`src/design/comparator_pair_pkg.sv`:
```
// constants, register map and state type for the comparator pair control
// assumes a 100 MHz bus clock and two analog comparator cores
package comparator_pair_pkg;

  localparam int NCOMP    = 2;
  localparam int ADDR_W   = 8;
  localparam int CLK_MHZ  = 100;

  // register byte offsets
  localparam logic [7:0] OFS_GLOBAL_CONTROL = 8'h00;
  localparam logic [7:0] OFS_START_REGISTER = 8'h04;
  localparam logic [7:0] OFS_EVENT_CONTROL  = 8'h08;
  localparam logic [7:0] OFS_STATE_STATUS   = 8'h0c;
  localparam logic [7:0] OFS_READY_STATUS   = 8'h10;
  localparam logic [7:0] OFS_TRIGGER_STATUS = 8'h14;
  localparam logic [7:0] OFS_COMP_CONTROL0  = 8'h18;
  localparam logic [7:0] OFS_COMP_CONTROL1  = 8'h1c;

  // global_control fields
  localparam int GC_SOFT_RESET = 0;
  localparam int GC_ENABLE     = 1;
  localparam int GC_WAKE       = 2;

  // event_control fields: output enables, then event input enables
  localparam int EC_EVOUT_LSB  = 0;
  localparam int EC_EVIN_LSB   = 4;

  // comparator_control fields
  localparam int CC_ENABLE     = 0;
  localparam int CC_SINGLE     = 1;
  localparam int CC_IRQSEL_LSB = 2;
  localparam int CC_HYST       = 4;
  localparam int CC_SPEED_LSB  = 5;
  localparam int CC_FILTER_LENGTH_LSB   = 8;
  localparam int CC_STDBY      = 12;
  localparam int CC_PLUS_LSB   = 16;
  localparam int CC_MINUS_LSB  = 20;
  localparam logic [31:0] CC_WRITE_MASK = 32'h0077_137f;

  // reset values
  localparam logic [31:0] RST_COMP_CONTROL  = 32'h0000_0000;
  localparam logic [7:0]  RST_EVENT_CONTROL = 8'h00;
  localparam logic [2:0]  RST_GLOBAL        = 3'h0;

  // interrupt condition encodings
  localparam logic [1:0] IRQ_TOGGLE  = 2'h0;
  localparam logic [1:0] IRQ_RISE    = 2'h1;
  localparam logic [1:0] IRQ_FALL    = 2'h2;
  localparam logic [1:0] IRQ_EOC     = 2'h3;

  // filter length encodings
  localparam logic [1:0] FILTER_LENGTH_NONE   = 2'h0;
  localparam logic [1:0] FILTER_LENGTH_MAJ3   = 2'h1;
  localparam logic [1:0] FILTER_LENGTH_MAJ5   = 2'h2;

  // start-up delay of an analog core
  localparam int STARTUP_TIME_NS = 2000;
  localparam int STARTUP_CYCLES  = (STARTUP_TIME_NS * CLK_MHZ + 999) / 1000;
  localparam int CNT_W           = 12;

  typedef enum logic [1:0] {
    ST_OFF,
    ST_STARTUP,
    ST_SAMPLE,
    ST_RUN
  } comp_state_t;

endpackage

```
`src/design/comparator_pair_control.sv`:
```
// control logic for a pair of analog comparators: registers, modes,
// start-up timing, filtering, edge detection, events and clock requests
// assumes raw comparator outputs asynchronous to i_mclk and event inputs
// already synchronous to i_mclk
`timescale 1ns/100ps
`default_nettype none

module comparator_pair_control
  import comparator_pair_pkg::*;
#(
  parameter int STARTUP = STARTUP_CYCLES
) (
  input  wire logic              i_mclk,
  input  wire logic              i_rst,
  input  wire logic [ADDR_W-1:0] i_addr,
  input  wire logic [31:0]       i_wdata,
  input  wire logic              i_wr,
  input  wire logic              i_rd,
  output logic      [31:0]       o_rdata,
  input  wire logic [NCOMP-1:0]  i_cmp_raw,
  input  wire logic [NCOMP-1:0]  i_event_in,
  input  wire logic              i_sleep,
  output logic      [NCOMP-1:0]  o_analog_enable,
  output logic      [NCOMP-1:0]  o_event_out,
  output logic      [NCOMP-1:0]  o_irq_cond,
  output logic                   o_trigger_busy,
  output logic                   o_clk_request
);

  logic             soft_reset;
  logic             global_en;
  logic             wake_en;
  logic [7:0]       event_ctrl;
  logic [31:0]      comp_ctrl [NCOMP];
  logic [NCOMP-1:0] raw_meta;
  logic [NCOMP-1:0] raw_s;
  logic [NCOMP-1:0] result;
  logic [NCOMP-1:0] ready;
  logic [NCOMP-1:0] busy;
  logic [NCOMP-1:0] en_eff;
  logic [NCOMP-1:0] single_en;
  logic [NCOMP-1:0] start_req;
  logic [NCOMP-1:0] start_wr;
  logic [NCOMP-1:0] changed;
  logic             trig_rd;
  logic             trig_pending;
  logic             next_trig_pending;

  assign start_wr = (i_wr && i_addr == OFS_START_REGISTER) ?
                    i_wdata[NCOMP-1:0] : '0;
  assign trig_rd  = i_rd && i_addr == OFS_TRIGGER_STATUS;

  // raw outputs are asynchronous; the first stage feeds only the second
  always_ff @(posedge i_mclk or posedge i_rst) begin
    if (i_rst) begin
      raw_meta <= '0;
      raw_s    <= '0;
    end else begin
      raw_meta <= i_cmp_raw;
      raw_s    <= raw_meta;
    end
  end

  // soft reset acts on the edge of its own write, so an access right
  // behind it already meets the reset values and is never lost
  assign soft_reset = i_wr && i_addr == OFS_GLOBAL_CONTROL &&
                      i_wdata[GC_SOFT_RESET];

  // a soft reset write ignores the other bits it carries
  always_ff @(posedge i_mclk or posedge i_rst) begin
    if (i_rst) begin
      global_en <= RST_GLOBAL[GC_ENABLE];
      wake_en   <= RST_GLOBAL[GC_WAKE];
    end else if (soft_reset) begin
      global_en <= RST_GLOBAL[GC_ENABLE];
      wake_en   <= RST_GLOBAL[GC_WAKE];
    end else if (i_wr && i_addr == OFS_GLOBAL_CONTROL &&
                 !i_wdata[GC_SOFT_RESET]) begin
      global_en <= i_wdata[GC_ENABLE];
      wake_en   <= i_wdata[GC_WAKE];
    end
  end

  // routing is frozen while enabled so a live event is never misrouted
  always_ff @(posedge i_mclk or posedge i_rst) begin
    if (i_rst) begin
      event_ctrl <= RST_EVENT_CONTROL;
    end else if (soft_reset) begin
      event_ctrl <= RST_EVENT_CONTROL;
    end else if (i_wr && i_addr == OFS_EVENT_CONTROL && !global_en) begin
      event_ctrl <= i_wdata[7:0];
    end
  end

  for (genvar c = 0; c < NCOMP; c++) begin : g_comp
    comp_state_t      state;
    logic [CNT_W-1:0] cnt;
    logic [CNT_W-1:0] need;
    logic [3:0]       hist;
    logic [4:0]       win;
    logic [2:0]       ones;
    logic             maj;
    logic             done;
    logic             cmp_evt;
    logic             cond;
    logic [1:0]       filter_length;
    logic [1:0]       isel;
    logic             ev_in_en;
    logic [ADDR_W-1:0] my_ofs;

    assign my_ofs   = (c == 0) ? OFS_COMP_CONTROL0 : OFS_COMP_CONTROL1;
    assign filter_length     = comp_ctrl[c][CC_FILTER_LENGTH_LSB +: 2];
    assign isel     = comp_ctrl[c][CC_IRQSEL_LSB +: 2];
    assign ev_in_en = event_ctrl[EC_EVIN_LSB + c];
    // global disable gates the comparator but leaves its own bit stored
    assign en_eff[c]    = global_en && comp_ctrl[c][CC_ENABLE];
    assign single_en[c] = en_eff[c] && comp_ctrl[c][CC_SINGLE];
    // a busy comparator takes no further start
    assign start_req[c] = single_en[c] && state == ST_OFF &&
                          (start_wr[c] || trig_rd ||
                           (i_event_in[c] && ev_in_en));
    assign busy[c] = single_en[c] && state != ST_OFF;

    // only the enable bit stays writable while the comparator's enable bit is set
    always_ff @(posedge i_mclk or posedge i_rst) begin
      if (i_rst) begin
        comp_ctrl[c] <= RST_COMP_CONTROL;
      end else if (soft_reset) begin
        comp_ctrl[c] <= RST_COMP_CONTROL;
      end else if (i_wr && i_addr == my_ofs) begin
        if (comp_ctrl[c][CC_ENABLE]) begin
          comp_ctrl[c][CC_ENABLE] <= i_wdata[CC_ENABLE];
        end else begin
          comp_ctrl[c] <= i_wdata & CC_WRITE_MASK;
        end
      end
    end

    // samples before the first result; reserved codes fall back to one
    always_comb begin
      case (filter_length)
        FILTER_LENGTH_MAJ3: need = CNT_W'(3);
        FILTER_LENGTH_MAJ5: need = CNT_W'(5);
        default:   need = CNT_W'(1);
      endcase
    end

    // majority over the newest N samples, the live sample included
    assign win  = {hist, raw_s[c]};
    assign ones = 3'(win[0]) + 3'(win[1]) + 3'(win[2]) +
                  3'(win[3]) + 3'(win[4]);
    always_comb begin
      case (filter_length)
        FILTER_LENGTH_MAJ3: maj = (3'(win[0]) + 3'(win[1]) + 3'(win[2])) >= 3'h2;
        FILTER_LENGTH_MAJ5: maj = ones >= 3'h3;
        default:   maj = win[0];
      endcase
    end

    assign done    = state == ST_SAMPLE && cnt == need - CNT_W'(1);
    assign cmp_evt = done || state == ST_RUN;
    // a change of the result, whatever interrupt condition is selected
    assign changed[c] = cmp_evt && maj != result[c];

    // start-up counts first, then the filter fills before the first result
    always_ff @(posedge i_mclk or posedge i_rst) begin
      if (i_rst) begin
        state <= ST_OFF;
        cnt   <= '0;
      end else if (soft_reset || !en_eff[c]) begin
        state <= ST_OFF;
        cnt   <= '0;
      end else begin
        case (state)
          ST_OFF: begin
            if (!comp_ctrl[c][CC_SINGLE] || start_req[c]) begin
              state <= ST_STARTUP;
            end
            cnt <= '0;
          end
          ST_STARTUP: begin
            if (cnt == CNT_W'(STARTUP - 1)) begin
              state <= ST_SAMPLE;
              cnt   <= '0;
            end else begin
              cnt <= cnt + CNT_W'(1);
            end
          end
          ST_SAMPLE: begin
            if (done) begin
              // in continuous mode the delay applies only before the first comparison
              state <= comp_ctrl[c][CC_SINGLE] ? ST_OFF : ST_RUN;
              cnt   <= '0;
            end else begin
              cnt <= cnt + CNT_W'(1);
            end
          end
          ST_RUN: begin
            state <= ST_RUN;
          end
          default: begin
            state <= ST_OFF;
          end
        endcase
      end
    end

    // history restarts with every start-up so stale samples never vote
    always_ff @(posedge i_mclk or posedge i_rst) begin
      if (i_rst) begin
        hist <= '0;
      end else if (state == ST_SAMPLE || state == ST_RUN) begin
        hist <= win[3:0];
      end else begin
        hist <= '0;
      end
    end

    // previous result is kept across single-shot measurements
    always_comb begin
      case (isel)
        IRQ_TOGGLE: cond = maj != result[c];
        IRQ_RISE:   cond = maj && !result[c];
        IRQ_FALL:   cond = !maj && result[c];
        default:    cond = 1'b1;
      endcase
    end

    always_ff @(posedge i_mclk or posedge i_rst) begin
      if (i_rst) begin
        result[c]     <= 1'b0;
        o_irq_cond[c] <= 1'b0;
      end else if (soft_reset) begin
        result[c]     <= 1'b0;
        o_irq_cond[c] <= 1'b0;
      end else begin
        o_irq_cond[c] <= cmp_evt && cond;
        if (cmp_evt) begin
          result[c] <= maj;
        end
      end
    end

    // the event line follows the result even with every interrupt unused
    always_ff @(posedge i_mclk or posedge i_rst) begin
      if (i_rst) begin
        o_event_out[c] <= 1'b0;
      end else if (soft_reset) begin
        o_event_out[c] <= 1'b0;
      end else begin
        o_event_out[c] <= event_ctrl[EC_EVOUT_LSB + c] &&
                          (cmp_evt ? maj : result[c]);
      end
    end

    // completion wins over a clear in the same cycle
    always_ff @(posedge i_mclk or posedge i_rst) begin
      if (i_rst) begin
        ready[c] <= 1'b0;
      end else if (soft_reset) begin
        ready[c] <= 1'b0;
      end else if (done) begin
        ready[c] <= 1'b1;
      end else if (start_req[c] || !en_eff[c]) begin
        ready[c] <= 1'b0;
      end
    end

    always_ff @(posedge i_mclk or posedge i_rst) begin
      if (i_rst) begin
        o_analog_enable[c] <= 1'b0;
      end else if (soft_reset) begin
        o_analog_enable[c] <= 1'b0;
      end else begin
        // single-shot powers the core only for one comparison
        o_analog_enable[c] <= en_eff[c] && !(done &&
                              comp_ctrl[c][CC_SINGLE]) &&
                              (!comp_ctrl[c][CC_SINGLE] ||
                               state != ST_OFF || start_req[c]);
      end
    end
  end

  // read completes at once; o_trigger_busy stands in for the bus stall
  // limitation: software polls o_trigger_busy before trusting ready bits
  always_comb begin
    next_trig_pending = trig_pending;
    if (trig_rd && |single_en) begin
      next_trig_pending = 1'b1;
    end
    if (next_trig_pending && ((ready & en_eff) == en_eff) &&
        !(|(busy | start_req))) begin
      next_trig_pending = 1'b0;
    end
  end

  always_ff @(posedge i_mclk or posedge i_rst) begin
    if (i_rst) begin
      trig_pending   <= 1'b0;
      o_trigger_busy <= 1'b0;
    end else if (soft_reset) begin
      trig_pending   <= 1'b0;
      o_trigger_busy <= 1'b0;
    end else begin
      trig_pending   <= next_trig_pending;
      o_trigger_busy <= next_trig_pending;
    end
  end

  // clock held while a sleeping single-shot measurement runs or a result changes
  // keyed to result changes, so end-of-compare pins the clock on only through ready with wake_en set
  always_ff @(posedge i_mclk or posedge i_rst) begin
    if (i_rst) begin
      o_clk_request <= 1'b0;
    end else if (soft_reset) begin
      o_clk_request <= 1'b0;
    end else begin
      o_clk_request <= i_sleep && (|busy || |start_req || |changed ||
                       (wake_en && |ready));
    end
  end

  // read data stand for one cycle only, zero otherwise
  always_ff @(posedge i_mclk or posedge i_rst) begin
    if (i_rst) begin
      o_rdata <= '0;
    end else if (i_rd) begin
      case (i_addr)
        OFS_GLOBAL_CONTROL: o_rdata <= {29'h0, wake_en, global_en, 1'b0};
        OFS_EVENT_CONTROL:  o_rdata <= {24'h0, event_ctrl};
        OFS_STATE_STATUS:   o_rdata <= {30'h0, result};
        OFS_READY_STATUS:   o_rdata <= {30'h0, ready};
        OFS_TRIGGER_STATUS: o_rdata <= {30'h0, ready};
        OFS_COMP_CONTROL0:  o_rdata <= comp_ctrl[0];
        OFS_COMP_CONTROL1:  o_rdata <= comp_ctrl[1];
        default:            o_rdata <= '0;
      endcase
    end else begin
      o_rdata <= '0;
    end
  end

endmodule

`default_nettype wire

```
`config.mk`:
```
export PLATFORM = sky130hd
export DESIGN_NAME = comparator_pair_control
export DESIGN_NICKNAME = d
export VERILOG_FILES = /design/src/design/comparator_pair_pkg.sv /design/src/design/comparator_pair_control.sv
export SDC_FILE = /design/constraint.sdc
export NUM_CORES = 1
export LEC_CHECK = 0
export ABC_AREA = 1
export BUFFER_PORTS_ARGS = -buffer_cell sky130_fd_sc_hd__buf_2
export CORE_MARGIN = 5
export CORE_UTILIZATION = 62
export CTS_BUF_LIST = sky130_fd_sc_hd__clkbuf_4 sky130_fd_sc_hd__clkbuf_8 sky130_fd_sc_hd__clkbuf_16
export DETAILED_ROUTE_END_ITERATION = 7
export PLACE_DENSITY = 0.85
export SYNTH_ARGS = -nofsm -noshare
export SYNTH_HDL_FRONTEND = slang
export SYNTH_SLANG_ARGS = --single-unit
```
`constraint.sdc`:
```
create_clock -name i_mclk -period 12.3 [get_ports i_mclk]
set_input_delay 3.075 -clock i_mclk [delete_from_list [all_inputs] [get_ports i_mclk]]
set_output_delay 3.075 -clock i_mclk [all_outputs]
set_load 0.1 [all_outputs]
```
==> results.txt <==
----------------------------------------------------
[Run status]
  Run status ... completed

[STA]
  Worst Tran Pin Value ... 1030 ps
  Number of setup violations in the final report ... 0
  Max-slew violation count ... 0
  Fraction of the cycle the final worst path needs ... 38.5%
  Setup slack after layout ... ~7600 ps
  Setup TNS ... 0 ps
  Time the final worst path needs with I/O delays and setup ... 4730 ps
  FMAX ... between 200 and 250 MHz
  Clk_skew ... 14.3 ps
  Number of endpoints with negative hold slack in the final report ... 0
  RSZ-0062 raised after global routing ... no
  Headroom to the max-slew limit ... 31.3%

[Setup path]
  Critical path endpoint category ... register
  Minimum setup slack among reg-to-reg paths ... 8960 ps
  Kind of start point of the critical path ... input pin
  Cell at the slowest stage of the critical path ... nand3_2
  Worst-path maximum fanout ... 21
  Required time of the critical path ... 12580 ps
  Worst endpoint data arrival time ... 5010 ps
  Critical path class ... input pin to register
  Critical path's largest stage delay ... 470 ps
  Cell family contributing the most delay on the critical path ... simple AND/OR/NAND/NOR gates
  Buffering stage count on the worst path with inverters included ... 3
  Critical-path cell list ... buf_2 > nor2_2 > nand3_2 > nor2_4 > nand3_2 > nand2_2 > inv_2 > nand4_2 > inv_1 > nand2_1 > nand2_1

[Floorplanning]
  Area enclosed by the die boundary ... approximately 0.012 mm²
  Placeable core region ... 0.00959 mm²
  Die Span X ... 108 µm
  Cell row count ... 36
  Initial core utilization ... 62.6%
  Boundary pin count ... a little under 90
  Floorplan die height ... 108 µm

[Clock tree]
  Clock transition at path regs ... 110 ps
  Insertion delay to the later sink of the worst-skew pair ... a little under 400 ps
  TritonCTS clock tree ... done
  CTS H-tree lvls ... 3
  Buffer depth of the longest clock path ... 2
  Post-CTS setup buffers ... 0
  Post-cts gate resize count ... 0
  Count of clock tree sinks ... 111
  Clock tree root buffer cell ... clkbuf_8
  Number of buffers inserted during clock tree synthesis ... 9
  Number of buffers inserted by hold repair at cts ... 0

[GRT]
  Initial antenna violation count ... 0
  Overall fraction of global-route tracks in use ... 25.1%
  Wire length of the first global-routing pass ... between 20000 and 25000 µm
  Number of global-route vias before repair ... 5092
  Largest net degree at the start of global routing ... 85
  Total gr overflow ... 0

[Synth]
  Portion of synthesized cell area occupied by the leading cell type ... 46.3%
  Ys Warns ... 0
  Primary FF master, synth ... dfrtp_1
  Top area cells in the synthesized netlist ... dfrtp_1 46%, nand2_1 12%, inv_1 5.9%, ha_1 5.0%, nor2_1 4.6%
  Number of enable flip-flop cells after synthesis ... 0
  Fraction of registers with async set/reset ... 100%
  Biggest area consumer among synthesized cells ... dfrtp_1
  Sequential cell area fraction in the yosys report ... 46.3%
  Cell area after synthesis ... 0.00600 mm²
  Synth Area per Inst ... 7.96 µm²
  Number of distinct library cells after synthesis ... 39
  Flops & latches, synth ... between 100 and 150
  Synth Instances ... 754

[Placed design]
  DP Wirelength ... roughly 9900 µm
  Count of input and output buffers ... 58
  Placement Setup Slack ... ~7200 ps
  Number of placed instances with taps included ... 935
  Final weighted congestion in routability-driven placement ... 0.933

[Drt]
  First-iteration detailed-routing DRC count ... 372
  Aggregate routed wire length ... 13800 µm
  Drt first pass iters ... 5
  # DRC ... 0
  DRT antenna net count ... 0
  Average routed wire per standard cell ... 14.5 µm
  Total via count after detailed routing ... 5214
  Via/cell ratio ... 5.48

[Power and ir drop]
  Gate power share ... 10.4%
  Reg power frac ... 56.0%
  Clk pwr share ... 33.6%
  Total power per unit cell area ... ~100 mW/mm²
  Cell internal pwr ... 490 µW
  Pleak ... 3.41 nW
  Net switching share of the total power ... ~28%
  Post-layout power ... around 680 µW
  Switching Power ... approximately 190 µW
  Maximum vdd ir drop ... 0.0928 mV

[Final layout]
  Most used cells in the layout excluding fill and tap cells ... 197 x nand2_1, 111 x dfrtp_1, 94 x inv_1
  Synthesis-to-layout area growth ... 9.34%
  Leading cell type in the layout, fill and taps excluded ... nand2_1
  Finished Core Util ... 68.4%
  Post-layout nets ... roughly 900
  Share of layout cells above drive strength 1 ... 13.0%
  Fin cells ... 951
  N_diodes ... 0

[Min path]
  Worst hold-check path type ... register to register

[Run]
  Maxcap violations ... 0

----------------------------------------------------
==> logic make-up (layout without fill, tap and decap cells) <==
group	count (synthesis)	after routing	share of synthesized area, %
AND/OR/NAND/NOR	356	356	25.6
buffers and inverters	127	177	9.36
AO/OA/AOI/OAI	124	124	11.4
flip-flops	111	111	46.3
adder cells (fa/ha/maj)	28	28	6.34
XOR/XNOR	7	7	1.02
other	1	15	0.0625
==> synthesized netlist by cell type (3+ instances only) <==
master    number
a21oi_1       36
nor2_1        74
o21ai_2        5
nand2_2        4
a22o_1         4
dfrtp_1      111
nand3b_1       3
nand4_1       11
o21ai_0       40
buf_2          8
ha_1          24
fa_1           4
inv_1         95
nor3_1        11
o21ai_1       26
inv_2          5
xor2_1         6
nand3_1       42
o22ai_1        7
nand2_1      197
buf_4         16
==> power groups by stage <==
stage | combinational, mW | clock, mW | sequential [mW]
floorplan | 0.0562 | 0 | 0.390
global placement | 0.0686 | 0 | 0.389
detailed placement | 0.0711 | 0 | 0.390
CTS | 0.0715 | 0.235 | 0.383
global route | 0.0795 | 0.251 | 0.384
finish | 0.0713 | 0.230 | 0.383
==> layer usage <==
layer  track usage (%)  share of wire [%]  vias to the layer above
met1              33.7                 42                     2494
met2              41.4                 49                      191
li1                  -                  -                     2500
met4              10.0                2.4                        0
met3              3.40                6.5                       29
met5                 0                  0                        -
==> worst register-to-register path: stages, from the launching register on <==
cell	delay, ps
dfrtp_1	380
inv_1	120
fa_1	420
fa_1	360
inv_1	60
ha_1	220
inv_1	60
nor2_1	30
o21ai_0	140
a22o_1	240
inv_1	70
ha_1	290
o21ai_0	150
a21oi_1	60
nor4_1	570
==> registers in the layout, summed over array words and instances (netlist names) <==
signal	count
ready	2
g_comp.state	4
comp_ctrl	32
o_analog_enable	2
o_rdata	17
trig_pending	1
g_comp.hist	8
o_event_out	2
global_en	1
event_ctrl	8
raw_meta	2
g_comp.cnt	24
wake_en	1
o_clk_request	1
raw_s	2
o_irq_cond	2
result	2
==> path summary, 6_finish.rpt <==
path                        startpoint                to  depth (start not counted)
min in group asynchronous        i_rst     event_ctrl[7]                          2
setup reg to reg              raw_s[1]     o_irq_cond[1]                         14
setup / recovery             i_addr[7]  g_comp[1].cnt[5]                         11
hold / removal             raw_meta[0]          raw_s[0]                          0
max in group asynchronous        i_rst     comp_ctrl[20]                          3
hold reg to reg            raw_meta[0]          raw_s[0]                          0
==> final cells by class <==
type / count / area [µm²]
Timing Repair Buffer: 61 / 313
Sequential cell: 111 / 2780
Multi-Input combinational cell: 530 / 2720
Clock buffer: 9 / 124
Clock inverter: 7 / 88.8
Inverter: 100 / 378
Tap cell: 133 / 166
Fill cell: 794 / 3030
==> metrics by stage <==
step / hold WS [ps] / instance area (µm²)
floorplan: 331 / 6060
global placement: 335 / 6350
detailed placement: 338 / 6350
CTS: 370 / 6560
global route: 388 / 6560
finish: 365 / 6560
Power figures use the tool's default switching activity.
